### config.mk
export PLATFORM = sky130hd
export DESIGN_NAME = sccs_clock_ctrl
export DESIGN_NICKNAME = d
export VERILOG_FILES = /design/src/hdl/sccs_pkg.sv /design/src/hdl/sccs_meter_if.sv /design/src/hdl/sccs_period_meter.sv /design/src/hdl/sccs_clock_ctrl.sv
export SDC_FILE = /design/constraint.sdc
export NUM_CORES = 1
export LEC_CHECK = 0
export BUFFER_PORTS_ARGS = -buffer_cell sky130_fd_sc_hd__buf_2
export CAP_MARGIN = 20
export CORE_ASPECT_RATIO = 1.2
export CORE_MARGIN = 2
export CORE_UTILIZATION = 38
export CTS_CLUSTER_SIZE = 25
export DETAILED_ROUTE_END_ITERATION = 16
export PLACE_DENSITY = 0.71
export SKIP_CTS_REPAIR_TIMING = 1
export SLEW_MARGIN = 20
export SYNTH_ARGS = -nofsm -noshare
export SYNTH_HDL_FRONTEND = slang
export SYNTH_SLANG_ARGS = --single-unit
### constraint.sdc
create_clock -name pclk -period 2.6 [get_ports pclk]
set_clock_uncertainty 0.05 [all_clocks]
set_input_delay 0.26 -clock pclk [delete_from_list [all_inputs] [get_ports pclk]]
set_output_delay 0.26 -clock pclk [all_outputs]
set_load 0.01 [all_outputs]
### src/hdl/sccs_pkg.sv
// Purpose: shared constants for the switching clock sync control
// Assumes: pclk at 10 MHz, apb with 32-bit data
// Notes:   offsets are byte addresses
`default_nettype none
package sccs_pkg;
    // ------------
    // bus and register map
    // ------------
    localparam int          ADDR_W          = 8;
    localparam int          DATA_W          = 32;
    localparam logic [7:0]  CTRL_OFFSET     = 8'h00;
    localparam logic [7:0]  STATUS_OFFSET   = 8'h04;
    // ctrl fields
    localparam int          C_SPREAD_EN     = 0;
    localparam int          C_SPREAD_RANGE  = 1;
    localparam int          C_EXT_EN        = 2;
    localparam int          C_BAND          = 3;
    localparam int          C_SOUT_EN       = 4;
    localparam int          C_FAULT_MASK    = 5;
    // status fields
    localparam int          S_FAULT_FLAG    = 0;
    localparam int          S_FAULT_LIVE    = 1;
    localparam int          S_EXT_SEL       = 2;
    localparam int          S_SPREAD_ACT    = 3;
    localparam int          S_PLL_EN        = 4;
    localparam logic [1:0]  REG_CTRL        = 2'h0;
    localparam logic [1:0]  REG_STATUS      = 2'h1;
    localparam logic [1:0]  REG_NONE        = 2'h2;
    // ------------
    // timing
    // ------------
    localparam int          PCLK_KHZ        = 10000;
    localparam int          SPREAD_MOD_KHZ  = 24;
    localparam int          MOD_CYCLES      = PCLK_KHZ / SPREAD_MOD_KHZ;
    localparam int          LIM_NARROW_PCT  = 5;
    localparam int          LIM_WIDE_PCT    = 10;
    localparam int          STEP_NARROW     = MOD_CYCLES / (4 * LIM_NARROW_PCT);
    localparam int          STEP_WIDE       = MOD_CYCLES / (4 * LIM_WIDE_PCT);
    localparam int          HF_DIVIDE       = 8;
    localparam int          BAND0_MIN_KHZ   = 2000;
    localparam int          BAND0_MAX_KHZ   = 3000;
    localparam int          BAND1_MIN_KHZ   = 333;
    localparam int          BAND1_MAX_KHZ   = 500;
    // shortest and longest accepted periods in pclk cycles
    localparam int          B0_PER_MIN      = PCLK_KHZ / BAND0_MAX_KHZ;
    localparam int          B0_PER_MAX      = (PCLK_KHZ + BAND0_MIN_KHZ - 1) / BAND0_MIN_KHZ;
    localparam int          B1_PER_MIN      = PCLK_KHZ / BAND1_MAX_KHZ;
    localparam int          B1_PER_MAX      = (PCLK_KHZ + BAND1_MIN_KHZ - 1) / BAND1_MIN_KHZ;
    localparam int          PER_W           = 6;
    // boot sequence while fuse levels settle
    typedef enum logic [1:0] {SCCS_BOOT_S1, SCCS_BOOT_S2, SCCS_BOOT_S3, SCCS_BOOT_RUN} sccs_boot_e;
endpackage : sccs_pkg
`default_nettype wire

### src/hdl/sccs_meter_if.sv
// Purpose: carrier between the control core and the period meter
// Assumes: single pclk domain
// Notes:   sync_lvl is already synchronised
`default_nettype none
interface sccs_meter_if;
    logic sync_lvl;   // synchronised external clock level
    logic band_sel;   // 0 high band, 1 low band
    logic valid;      // input frequency within band
    modport meter (input sync_lvl, input band_sel, output valid);
    modport ctrl  (output sync_lvl, output band_sel, input valid);
endinterface : sccs_meter_if
`default_nettype wire

### src/hdl/sccs_period_meter.sv
// Purpose: qualifies the external clock period against the selected band
// Assumes: input level already passed two flip-flops
// Notes:   valid after one in-band period, lost on any bad or missing one
`default_nettype none
module sccs_period_meter
    import sccs_pkg::*;
(
    input  wire logic  pclk,     // apb clock
    input  wire logic  presetn,  // async reset, active low
    sccs_meter_if.meter m        // meter side
);
    typedef struct packed {
        logic             prev;
        logic             seen;
        logic [PER_W-1:0] cnt;
        logic             valid;
    } sccs_meter_s;

    sccs_meter_s q, d;
    logic [PER_W-1:0] pmin;
    logic [PER_W-1:0] pmax;

    // ------------
    // period measurement
    // ------------
    always_comb begin
        pmin = m.band_sel ? PER_W'(B1_PER_MIN) : PER_W'(B0_PER_MIN);
        pmax = m.band_sel ? PER_W'(B1_PER_MAX) : PER_W'(B0_PER_MAX);
        d = q;
        d.prev = m.sync_lvl;
        if (m.sync_lvl && !q.prev) begin
            // rising edge closes a period
            d.valid = q.seen && (q.cnt >= pmin) && (q.cnt <= pmax);
            d.seen = 1'b1;
            d.cnt = PER_W'(1);
        end else if (q.cnt > pmax) begin
            // no edge in time: clock missing, hold counter saturated
            d.valid = 1'b0;
            d.seen = 1'b0;
        end else begin
            d.cnt = q.cnt + PER_W'(1);
        end
    end

    always_ff @(posedge pclk or negedge presetn) begin
        if (!presetn) begin
            q <= '0;
        end else begin
            q <= d;
        end
    end

    assign m.valid = q.valid;
endmodule : sccs_period_meter
`default_nettype wire

### src/hdl/sccs_clock_ctrl.sv
// Purpose: spread spectrum, external sync selection and sync output control
// Assumes: hf_clock and ext_sync_input slow enough to be sampled by pclk
// Notes:   fuse defaults load three cycles after reset release
//
// Local design decisions: the address map and the APB interface to the registers.
`default_nettype none
// Operation
// - spread bit turns modulation on or off
// - spread enable loads fuse default
// - range bit limits deviation five or ten
// - range bit loads fuse default
// - modulate at 24 kHz on internal clock; code sweeps in 400 pclk cycles, 25 kHz
// - external sync enable forces spread off
// - fuse zero: pll off, internal only
// - fuse one: pll on, either source
// - out-of-band input frequency is invalid
// - band bit loads fuse default
// - bad clock: fall back, flag, interrupt
// - live bit follows input validity
// - return after flag cleared and valid
// - sync output carries switching frequency
// - sync output low or toggling per enable
// - sync output enable loads fuse default
// - internal switching is hf divided by eight
module sccs_clock_ctrl
(
    input  wire logic                          pclk,                        // apb clock
    input  wire logic                          presetn,                     // async reset, active low
    input  wire logic                          psel,                        // apb select
    input  wire logic                          penable,                     // apb access phase
    input  wire logic                          pwrite,                      // apb direction
    input  wire logic [sccs_pkg::ADDR_W-1:0]   paddr,                       // apb byte address
    input  wire logic [sccs_pkg::DATA_W-1:0]   pwdata,                      // apb write data
    output logic      [sccs_pkg::DATA_W-1:0]   prdata,                      // apb read data
    output logic                               pready,                      // apb ready
    output logic                               pslverr,                     // apb error, unmapped
    input  wire logic                          hf_clock,                    // internal hf clock level
    input  wire logic                          ext_sync_input,              // external sync pin
    input  wire logic                          spread_enable_default_fuse,  // fuse default
    input  wire logic                          spread_range_default_fuse,   // fuse default
    input  wire logic                          ext_sync_enable_fuse,        // sync feature fuse
    input  wire logic                          ext_sync_band_default_fuse,  // fuse default
    input  wire logic                          sync_output_default_fuse,    // fuse default
    output logic                               sync_output,                 // sync output pin
    output logic                               irq_out_n,                   // interrupt, active low
    output logic                               pll_enable,                  // pll running
    output logic                               ext_clock_selected,          // external source in use
    output logic                               spread_active,               // modulation running
    output logic signed [4:0]                  spread_offset_pct            // current deviation, %
);
    import sccs_pkg::*;

    // ------------
    // state
    // ------------
    typedef struct packed {
        logic [4:0]         fuse_s1;
        logic [4:0]         fuse_s2;
        logic               hf_s1;
        logic               hf_s2;
        logic               hf_prev;
        logic               ext_s1;
        logic               ext_s2;
        sccs_boot_e         boot;
        logic               spread_en;
        logic               spread_rng;
        logic               ext_en;
        logic               band;
        logic               sout_en;
        logic               fault_mask;
        logic               fault_flag;
        logic               fault_live;
        logic               use_ext;
        logic               pll_en;
        logic               spread_act;
        logic [1:0]         hf_cnt;
        logic               int_sw;
        logic               sout;
        logic [7:0]         step_cnt;
        logic signed [4:0]  offset;
        logic               dir_up;
        logic [DATA_W-1:0]  rdata;
        logic               ready;
        logic               slverr;
        logic               irq_n;
    } sccs_state_s;

    sccs_state_s q, d;

    sccs_meter_if mif ();

    // ------------
    // helpers
    // ------------
    // address decode, shared by the read, write and error paths
    function automatic logic [1:0] reg_index(input logic [ADDR_W-1:0] a);
        logic [1:0] r;
        r = REG_NONE;
        if (a == CTRL_OFFSET) begin
            r = REG_CTRL;
        end else if (a == STATUS_OFFSET) begin
            r = REG_STATUS;
        end
        return r;
    endfunction : reg_index

    logic              wr_ctrl;
    logic              wr_status;
    logic              ext_path;
    logic              set_fault;
    logic [7:0]        step_lim;
    logic signed [4:0] lim;
    logic [DATA_W-1:0] ctrl_word;
    logic [DATA_W-1:0] stat_word;

    // ------------
    // period meter
    // ------------
    assign mif.sync_lvl = q.ext_s2;
    assign mif.band_sel = q.band;

    sccs_period_meter u_meter (
        .pclk    (pclk),
        .presetn (presetn),
        .m       (mif.meter)
    );

    // ------------
    // next state
    // ------------
    always_comb begin
        d = q;

        // register views
        ctrl_word = '0;
        ctrl_word[C_SPREAD_EN]    = q.spread_en;
        ctrl_word[C_SPREAD_RANGE] = q.spread_rng;
        ctrl_word[C_EXT_EN]       = q.ext_en;
        ctrl_word[C_BAND]         = q.band;
        ctrl_word[C_SOUT_EN]      = q.sout_en;
        ctrl_word[C_FAULT_MASK]   = q.fault_mask;
        stat_word = '0;
        stat_word[S_FAULT_FLAG]   = q.fault_flag;
        stat_word[S_FAULT_LIVE]   = q.fault_live;
        stat_word[S_EXT_SEL]      = q.use_ext;
        stat_word[S_SPREAD_ACT]   = q.spread_act;
        stat_word[S_PLL_EN]       = q.pll_en;

        // two-flop synchronisers; only stage two feeds logic
        d.fuse_s1 = {sync_output_default_fuse, ext_sync_band_default_fuse, ext_sync_enable_fuse,
                     spread_range_default_fuse, spread_enable_default_fuse};
        d.fuse_s2 = q.fuse_s1;
        d.hf_s1   = hf_clock;
        d.hf_s2   = q.hf_s1;
        d.hf_prev = q.hf_s2;
        d.ext_s1  = ext_sync_input;
        d.ext_s2  = q.ext_s1;

        // apb: answer in the access cycle, data prepared at setup
        wr_ctrl   = psel && penable && q.ready && pwrite && (reg_index(paddr) == REG_CTRL);
        wr_status = psel && penable && q.ready && pwrite && (reg_index(paddr) == REG_STATUS);
        d.ready   = psel && !penable;
        d.slverr  = psel && !penable && (reg_index(paddr) == REG_NONE);
        d.rdata   = '0;
        if (psel && !penable && !pwrite) begin
            unique case (reg_index(paddr))
                REG_CTRL:   d.rdata = ctrl_word;
                REG_STATUS: d.rdata = stat_word;
                default:    d.rdata = '0;
            endcase
        end
        if (wr_ctrl) begin
            d.spread_en  = pwdata[C_SPREAD_EN];
            d.spread_rng = pwdata[C_SPREAD_RANGE];
            d.ext_en     = pwdata[C_EXT_EN];
            d.band       = pwdata[C_BAND];
            d.sout_en    = pwdata[C_SOUT_EN];
            d.fault_mask = pwdata[C_FAULT_MASK];
        end

        // fuse defaults once their levels have settled
        unique case (q.boot)
            SCCS_BOOT_S1: begin
                d.boot = SCCS_BOOT_S2;
            end
            SCCS_BOOT_S2: begin
                d.boot = SCCS_BOOT_S3;
            end
            SCCS_BOOT_S3: begin
                // only now has the fuse level passed both flops
                d.boot       = SCCS_BOOT_RUN;
                d.spread_en  = q.fuse_s2[0];
                d.spread_rng = q.fuse_s2[1];
                d.pll_en     = q.fuse_s2[2];
                d.ext_en     = q.fuse_s2[2];
                d.band       = q.fuse_s2[3];
                d.sout_en    = q.fuse_s2[4];
            end
            SCCS_BOOT_RUN: begin
                d.boot = SCCS_BOOT_RUN;
            end
        endcase

        // source selection and fault handling
        ext_path     = q.pll_en && q.ext_en;
        d.fault_live = ext_path && !mif.valid;
        set_fault    = ext_path && !mif.valid;
        // a new fault beats a clear in the same cycle
        d.fault_flag = (q.fault_flag && !(wr_status && pwdata[S_FAULT_FLAG])) || set_fault;
        // back to external only with the flag gone and a good clock
        d.use_ext    = ext_path && mif.valid && !q.fault_flag;
        d.irq_n      = !(d.fault_flag && !q.fault_mask);

        // internal switching clock: hf divided by eight
        if (q.hf_s2 && !q.hf_prev) begin
            d.hf_cnt = q.hf_cnt + 2'h1;
            if (q.hf_cnt == 2'(HF_DIVIDE / 2 - 1)) begin
                d.int_sw = !q.int_sw;
            end
        end

        // sync output follows the switching clock in use
        if (!q.sout_en) begin
            d.sout = 1'b0;
        end else if (q.use_ext) begin
            d.sout = q.ext_s2;
        end else begin
            d.sout = q.int_sw;
        end

        // spread spectrum: triangle at the modulation rate
        d.spread_act = q.spread_en && !ext_path && !q.use_ext;
        lim      = q.spread_rng ? 5'(LIM_WIDE_PCT) : 5'(LIM_NARROW_PCT);
        step_lim = q.spread_rng ? 8'(STEP_WIDE) : 8'(STEP_NARROW);
        if (!q.spread_act) begin
            d.offset   = '0;
            d.dir_up   = 1'b1;
            d.step_cnt = '0;
        end else if ((q.offset > lim) || (q.offset < -lim)) begin
            // range narrowed mid-sweep: restart from the centre
            d.offset   = '0;
            d.step_cnt = '0;
        end else if (q.step_cnt >= step_lim - 8'h1) begin
            d.step_cnt = '0;
            if (q.dir_up) begin
                d.offset = q.offset + 5'sd1;
                d.dir_up = (q.offset + 5'sd1) < lim;
            end else begin
                d.offset = q.offset - 5'sd1;
                d.dir_up = (q.offset - 5'sd1) <= -lim;
            end
        end else begin
            d.step_cnt = q.step_cnt + 8'h1;
        end
    end

    // ------------
    // registers
    // ------------
    // reset values are constants; fuses are copied by the boot sequence
    always_ff @(posedge pclk or negedge presetn) begin
        if (!presetn) begin
            q        <= '0;
            q.boot   <= SCCS_BOOT_S1;
            q.irq_n  <= 1'b1;
            q.dir_up <= 1'b1;
        end else begin
            q <= d;
        end
    end

    // ------------
    // outputs, all straight from flip-flops
    // ------------
    assign prdata             = q.rdata;
    assign pready             = q.ready;
    assign pslverr            = q.slverr;
    assign sync_output        = q.sout;
    assign irq_out_n          = q.irq_n;
    assign pll_enable         = q.pll_en;
    assign ext_clock_selected = q.use_ext;
    assign spread_active      = q.spread_act;
    assign spread_offset_pct  = q.offset;
endmodule : sccs_clock_ctrl
`default_nettype wire

==> flow_summary.json <==
{
  "drt-initial-drc-count": 181,
  "rows": 37,
  "p_switching_mw": 0.931,
  "drive_gt1_share_pct": 19.9,
  "clock_latency_ps": 340,
  "p_leak_nw": 1.84,
  "finalSetupViolations": 0,
  "placed_cells": 447,
  "ys.flop_type": "dfrtp_1",
  "path_cells": "inv_1 -> ha_1 -> xor2_1 -> ha_1 -> nor3b_1 -> o21a_1 -> o21ai_0 -> a311oi_1 -> a221oi_2",
  "path_common_cell": "ha_1",
  "io-pin-count": 96,
  "die_h_um": 106,
  "synth.avg_cell_area_um2": 11.0,
  "synth_edf_count": 0,
  "layout_commonest_cell": "dfrtp_1",
  "clockBufferDepth": 2,
  "crit_slowest_cell": "dfrtp_1",
  "grt_setup_unrepaired": "false",
  "io_buffers": 43,
  "areaGrowthSynthToFinish_pct": 12.8,
  "vias_per_cell": 4.59,
  "fillCellCount": 807,
  "netlist_area_um2": 3320,
  "path_clk_slew_ps": 70,
  "regArea_um2": 1600,
  "drt-pass1-iter-count": 4,
  "slew_viol_final": 0,
  "max_cap_violations": 0,
  "powerDensity_nw_per_um2": 772,
  "grt_pass1_wl_um": 9960,
  "fin_crit_sh_pct": 91.6,
  "power_mw": 2.89,
  "multi_input_area_um2": 1460,
  "dp_hpwl_um": 4230,
  "reg2regPathDepth": 9,
  "h-tree-depth": 3,
  "internal_power_mw": 1.96,
  "cts-root-buf": "clkbuf_8",
  "cts.sinks": 64,
  "mostFrequentLayoutCells": "62 x dfrtp_1, 43 x buf_2, 28 x conb_1",
  "fmax_ghz": 0.420,
  "endpoint_kind": "flip-flop",
  "fp.dieW_um": 89.3,
  "post_drt_wl_per_cell_um": 12.7,
  "drt-total-wl_um": 5950,
  "fin_crit_ps": 2380,
  "grt_pass1_vias": 2141,
  "p_seq_share_pct": 44.5,
  "synth_cell_type_count": 50,
  "layout.nets": 426,
  "start_kind": "flip-flop",
  "path_buf_inv": 1,
  "antenna_found_initial": 0,
  "p_clk_share_pct": 28.7,
  "seq_area_frac_synth_pct": 48.3,
  "use_met1_pct": 18.8,
  "dr_total_vias": 2154,
  "initial_core_util_pct": 39.0,
  "synth_warnings": 0,
  "drc": 0,
  "fin_setup_tns_ps": 0,
  "ys_ff_latch": 64,
  "finalNonFillerCells": 469,
  "min_path_type": "in -> async",
  "busiest_layer": "met2",
  "grt.total_usage_pct": 13.6,
  "netlist_instances": 302,
  "crit_path_max_fanout": 7,
  "sw_frac_of_total_pct": 32.2,
  "async_reset_ff_share_pct": 100,
  "n_antenna_cell": 0,
  "cts_tree": "built",
  "maxSlewHeadroom_pct": 46.1,
  "cts_made_buffers": 9,
  "core_area_um2": 8520,
  "worstMarginPinSlew_ps": 809,
  "ant_nets": 0,
  "grt.met3_usage_pct": 4.11,
  "slowest_delay_ps": 480,
  "met2_usage_pct": 20.0,
  "combPwrFrac_pct": 26.8,
  "finalHoldViolCount": 0,
  "path_depth": 9,
  "critical_path.top_delay_family": "compound AO/OA/AOI/OAI gates",
  "outcome": "finished, final reports clean",
  "crit_arrival_ps": 2580,
  "grt_max_degree": 65,
  "dieArea_um2": 9510,
  "gp_congestion": 0.897,
  "cp.required_ps": 2800,
  "critPathKind": "reg -> reg",
  "grt_overflow": 0,
  "vdd_drop_max_uv": 426
}
[logic make-up after synthesis]
family	synth area share, %
AO/OA/AOI/OAI	7.87
buffers and inverters	10.7
XOR/XNOR	4.48
multiplexers	5.24
AND/OR/NAND/NOR	13.5
adder cells (fa/ha/maj)	9.80
flip-flops	48.3
other	0.113
[routing by layer]
layer / wire length [um] / vias to the layer above / share of wire (%)
li1: - / 1052 / -
met1: 2750 / 1034 / 46
met2: 2800 / 58 / 47
met3: 288 / 10 / 4.8
met4: 107 / 0 / 1.8
met5: 0 / - / 0
[metrics by stage]
step / instance area, um2 / setup WS, ps / util (%) / hold slack, ps
floorplan: 3420 / 572 / - / -85.6
global placement: 3490 / 321 / 41.0 / 281
detailed placement: 3490 / 272 / 41.0 / 287
CTS: 3680 / 248 / 43.2 / -50.0
global route: 3750 / 133 / 44.0 / 53.0
finish: 3750 / 218 / 44.0 / 41.4
[cell type report]
| cell class | instances | share of cell area (%) |
|---|---|---|
| timing repair buffer | 53 | 8.22 |
| tap | 117 | 3.91 |
| sequential | 64 | 42.8 |
| inverter | 10 | 1.00 |
| clock inverter | 3 | 1.14 |
| multi-input combinational | 210 | 39.0 |
| clock buffer | 12 | 3.87 |
[worst register-to-register path: stages, from the launching register on]
cell	delay (ps)
dfrtp_1	480
inv_1	140
ha_1	240
xor2_1	200
ha_1	280
nor3b_1	140
o21a_1	160
o21ai_0	210
a311oi_1	160
a221oi_2	250
[flip-flops by register name (all words and copies together) (netlist names)]
name	count
ext_clock_selected	1
mif.band_sel	1
ctrl_word	5
pslverr	1
u_meter.m.valid	1
u_meter.q	8
q	22
prdata	6
pready	1
spread_active	1
spread_offset_pct	5
sync_output	1
d	8
mif.sync_lvl	1
pll_enable	1
irq_out_n	1
[power groups by stage]
stage          clock (mW)  combinational (mW)  sequential (mW)
6_report            0.830               0.775             1.29
3_5_place_dp            0               0.768             1.30
2_1_floorplan           0               0.660             1.24
4_1_cts             0.862               0.773             1.28
5_1_grt             0.899               0.889             1.31
3_3_place_gp            0               0.731             1.30
[synth_stat cells, types with 2 or more instances]
cell type | count | area share, %
clkbuf_1 | 3 | 0.34
nand2b_1 | 6 | 1.1
dfrtp_1 | 62 | 47
xor2_1 | 10 | 2.6
buf_2 | 2 | 0.30
a21oi_1 | 13 | 2.0
nor3_1 | 2 | 0.30
ha_1 | 26 | 9.8
buf_4 | 39 | 8.8
nand4_1 | 4 | 0.75
a31oi_1 | 2 | 0.38
a21o_1 | 3 | 0.68
o21ai_0 | 5 | 0.75
mux2i_1 | 14 | 4.2
nor3b_1 | 4 | 0.90
a21boi_0 | 2 | 0.45
mux2_2 | 3 | 1.0
inv_1 | 10 | 1.1
a211oi_1 | 2 | 0.45
xnor2_1 | 7 | 1.8
dfstp_2 | 2 | 1.6
nor2_1 | 27 | 3.1
nand2_1 | 12 | 1.4
and3_1 | 3 | 0.57
nor2b_1 | 8 | 1.5
nand3_1 | 7 | 1.1
[worst paths after layout]
kind / endpoint / from / slack [ps]
min in group pclk: pready / penable / 60
min: pslverr / presetn / 40
max reg2reg: q[35] / spread_offset_pct[0] / 220
max: q[35] / spread_offset_pct[0] / 220
min reg2reg: q[71] / d[71] / 300
max in group asynchronous: q[52] / presetn / 1930
No activity file was read; power rests on OpenSTA's default activity.
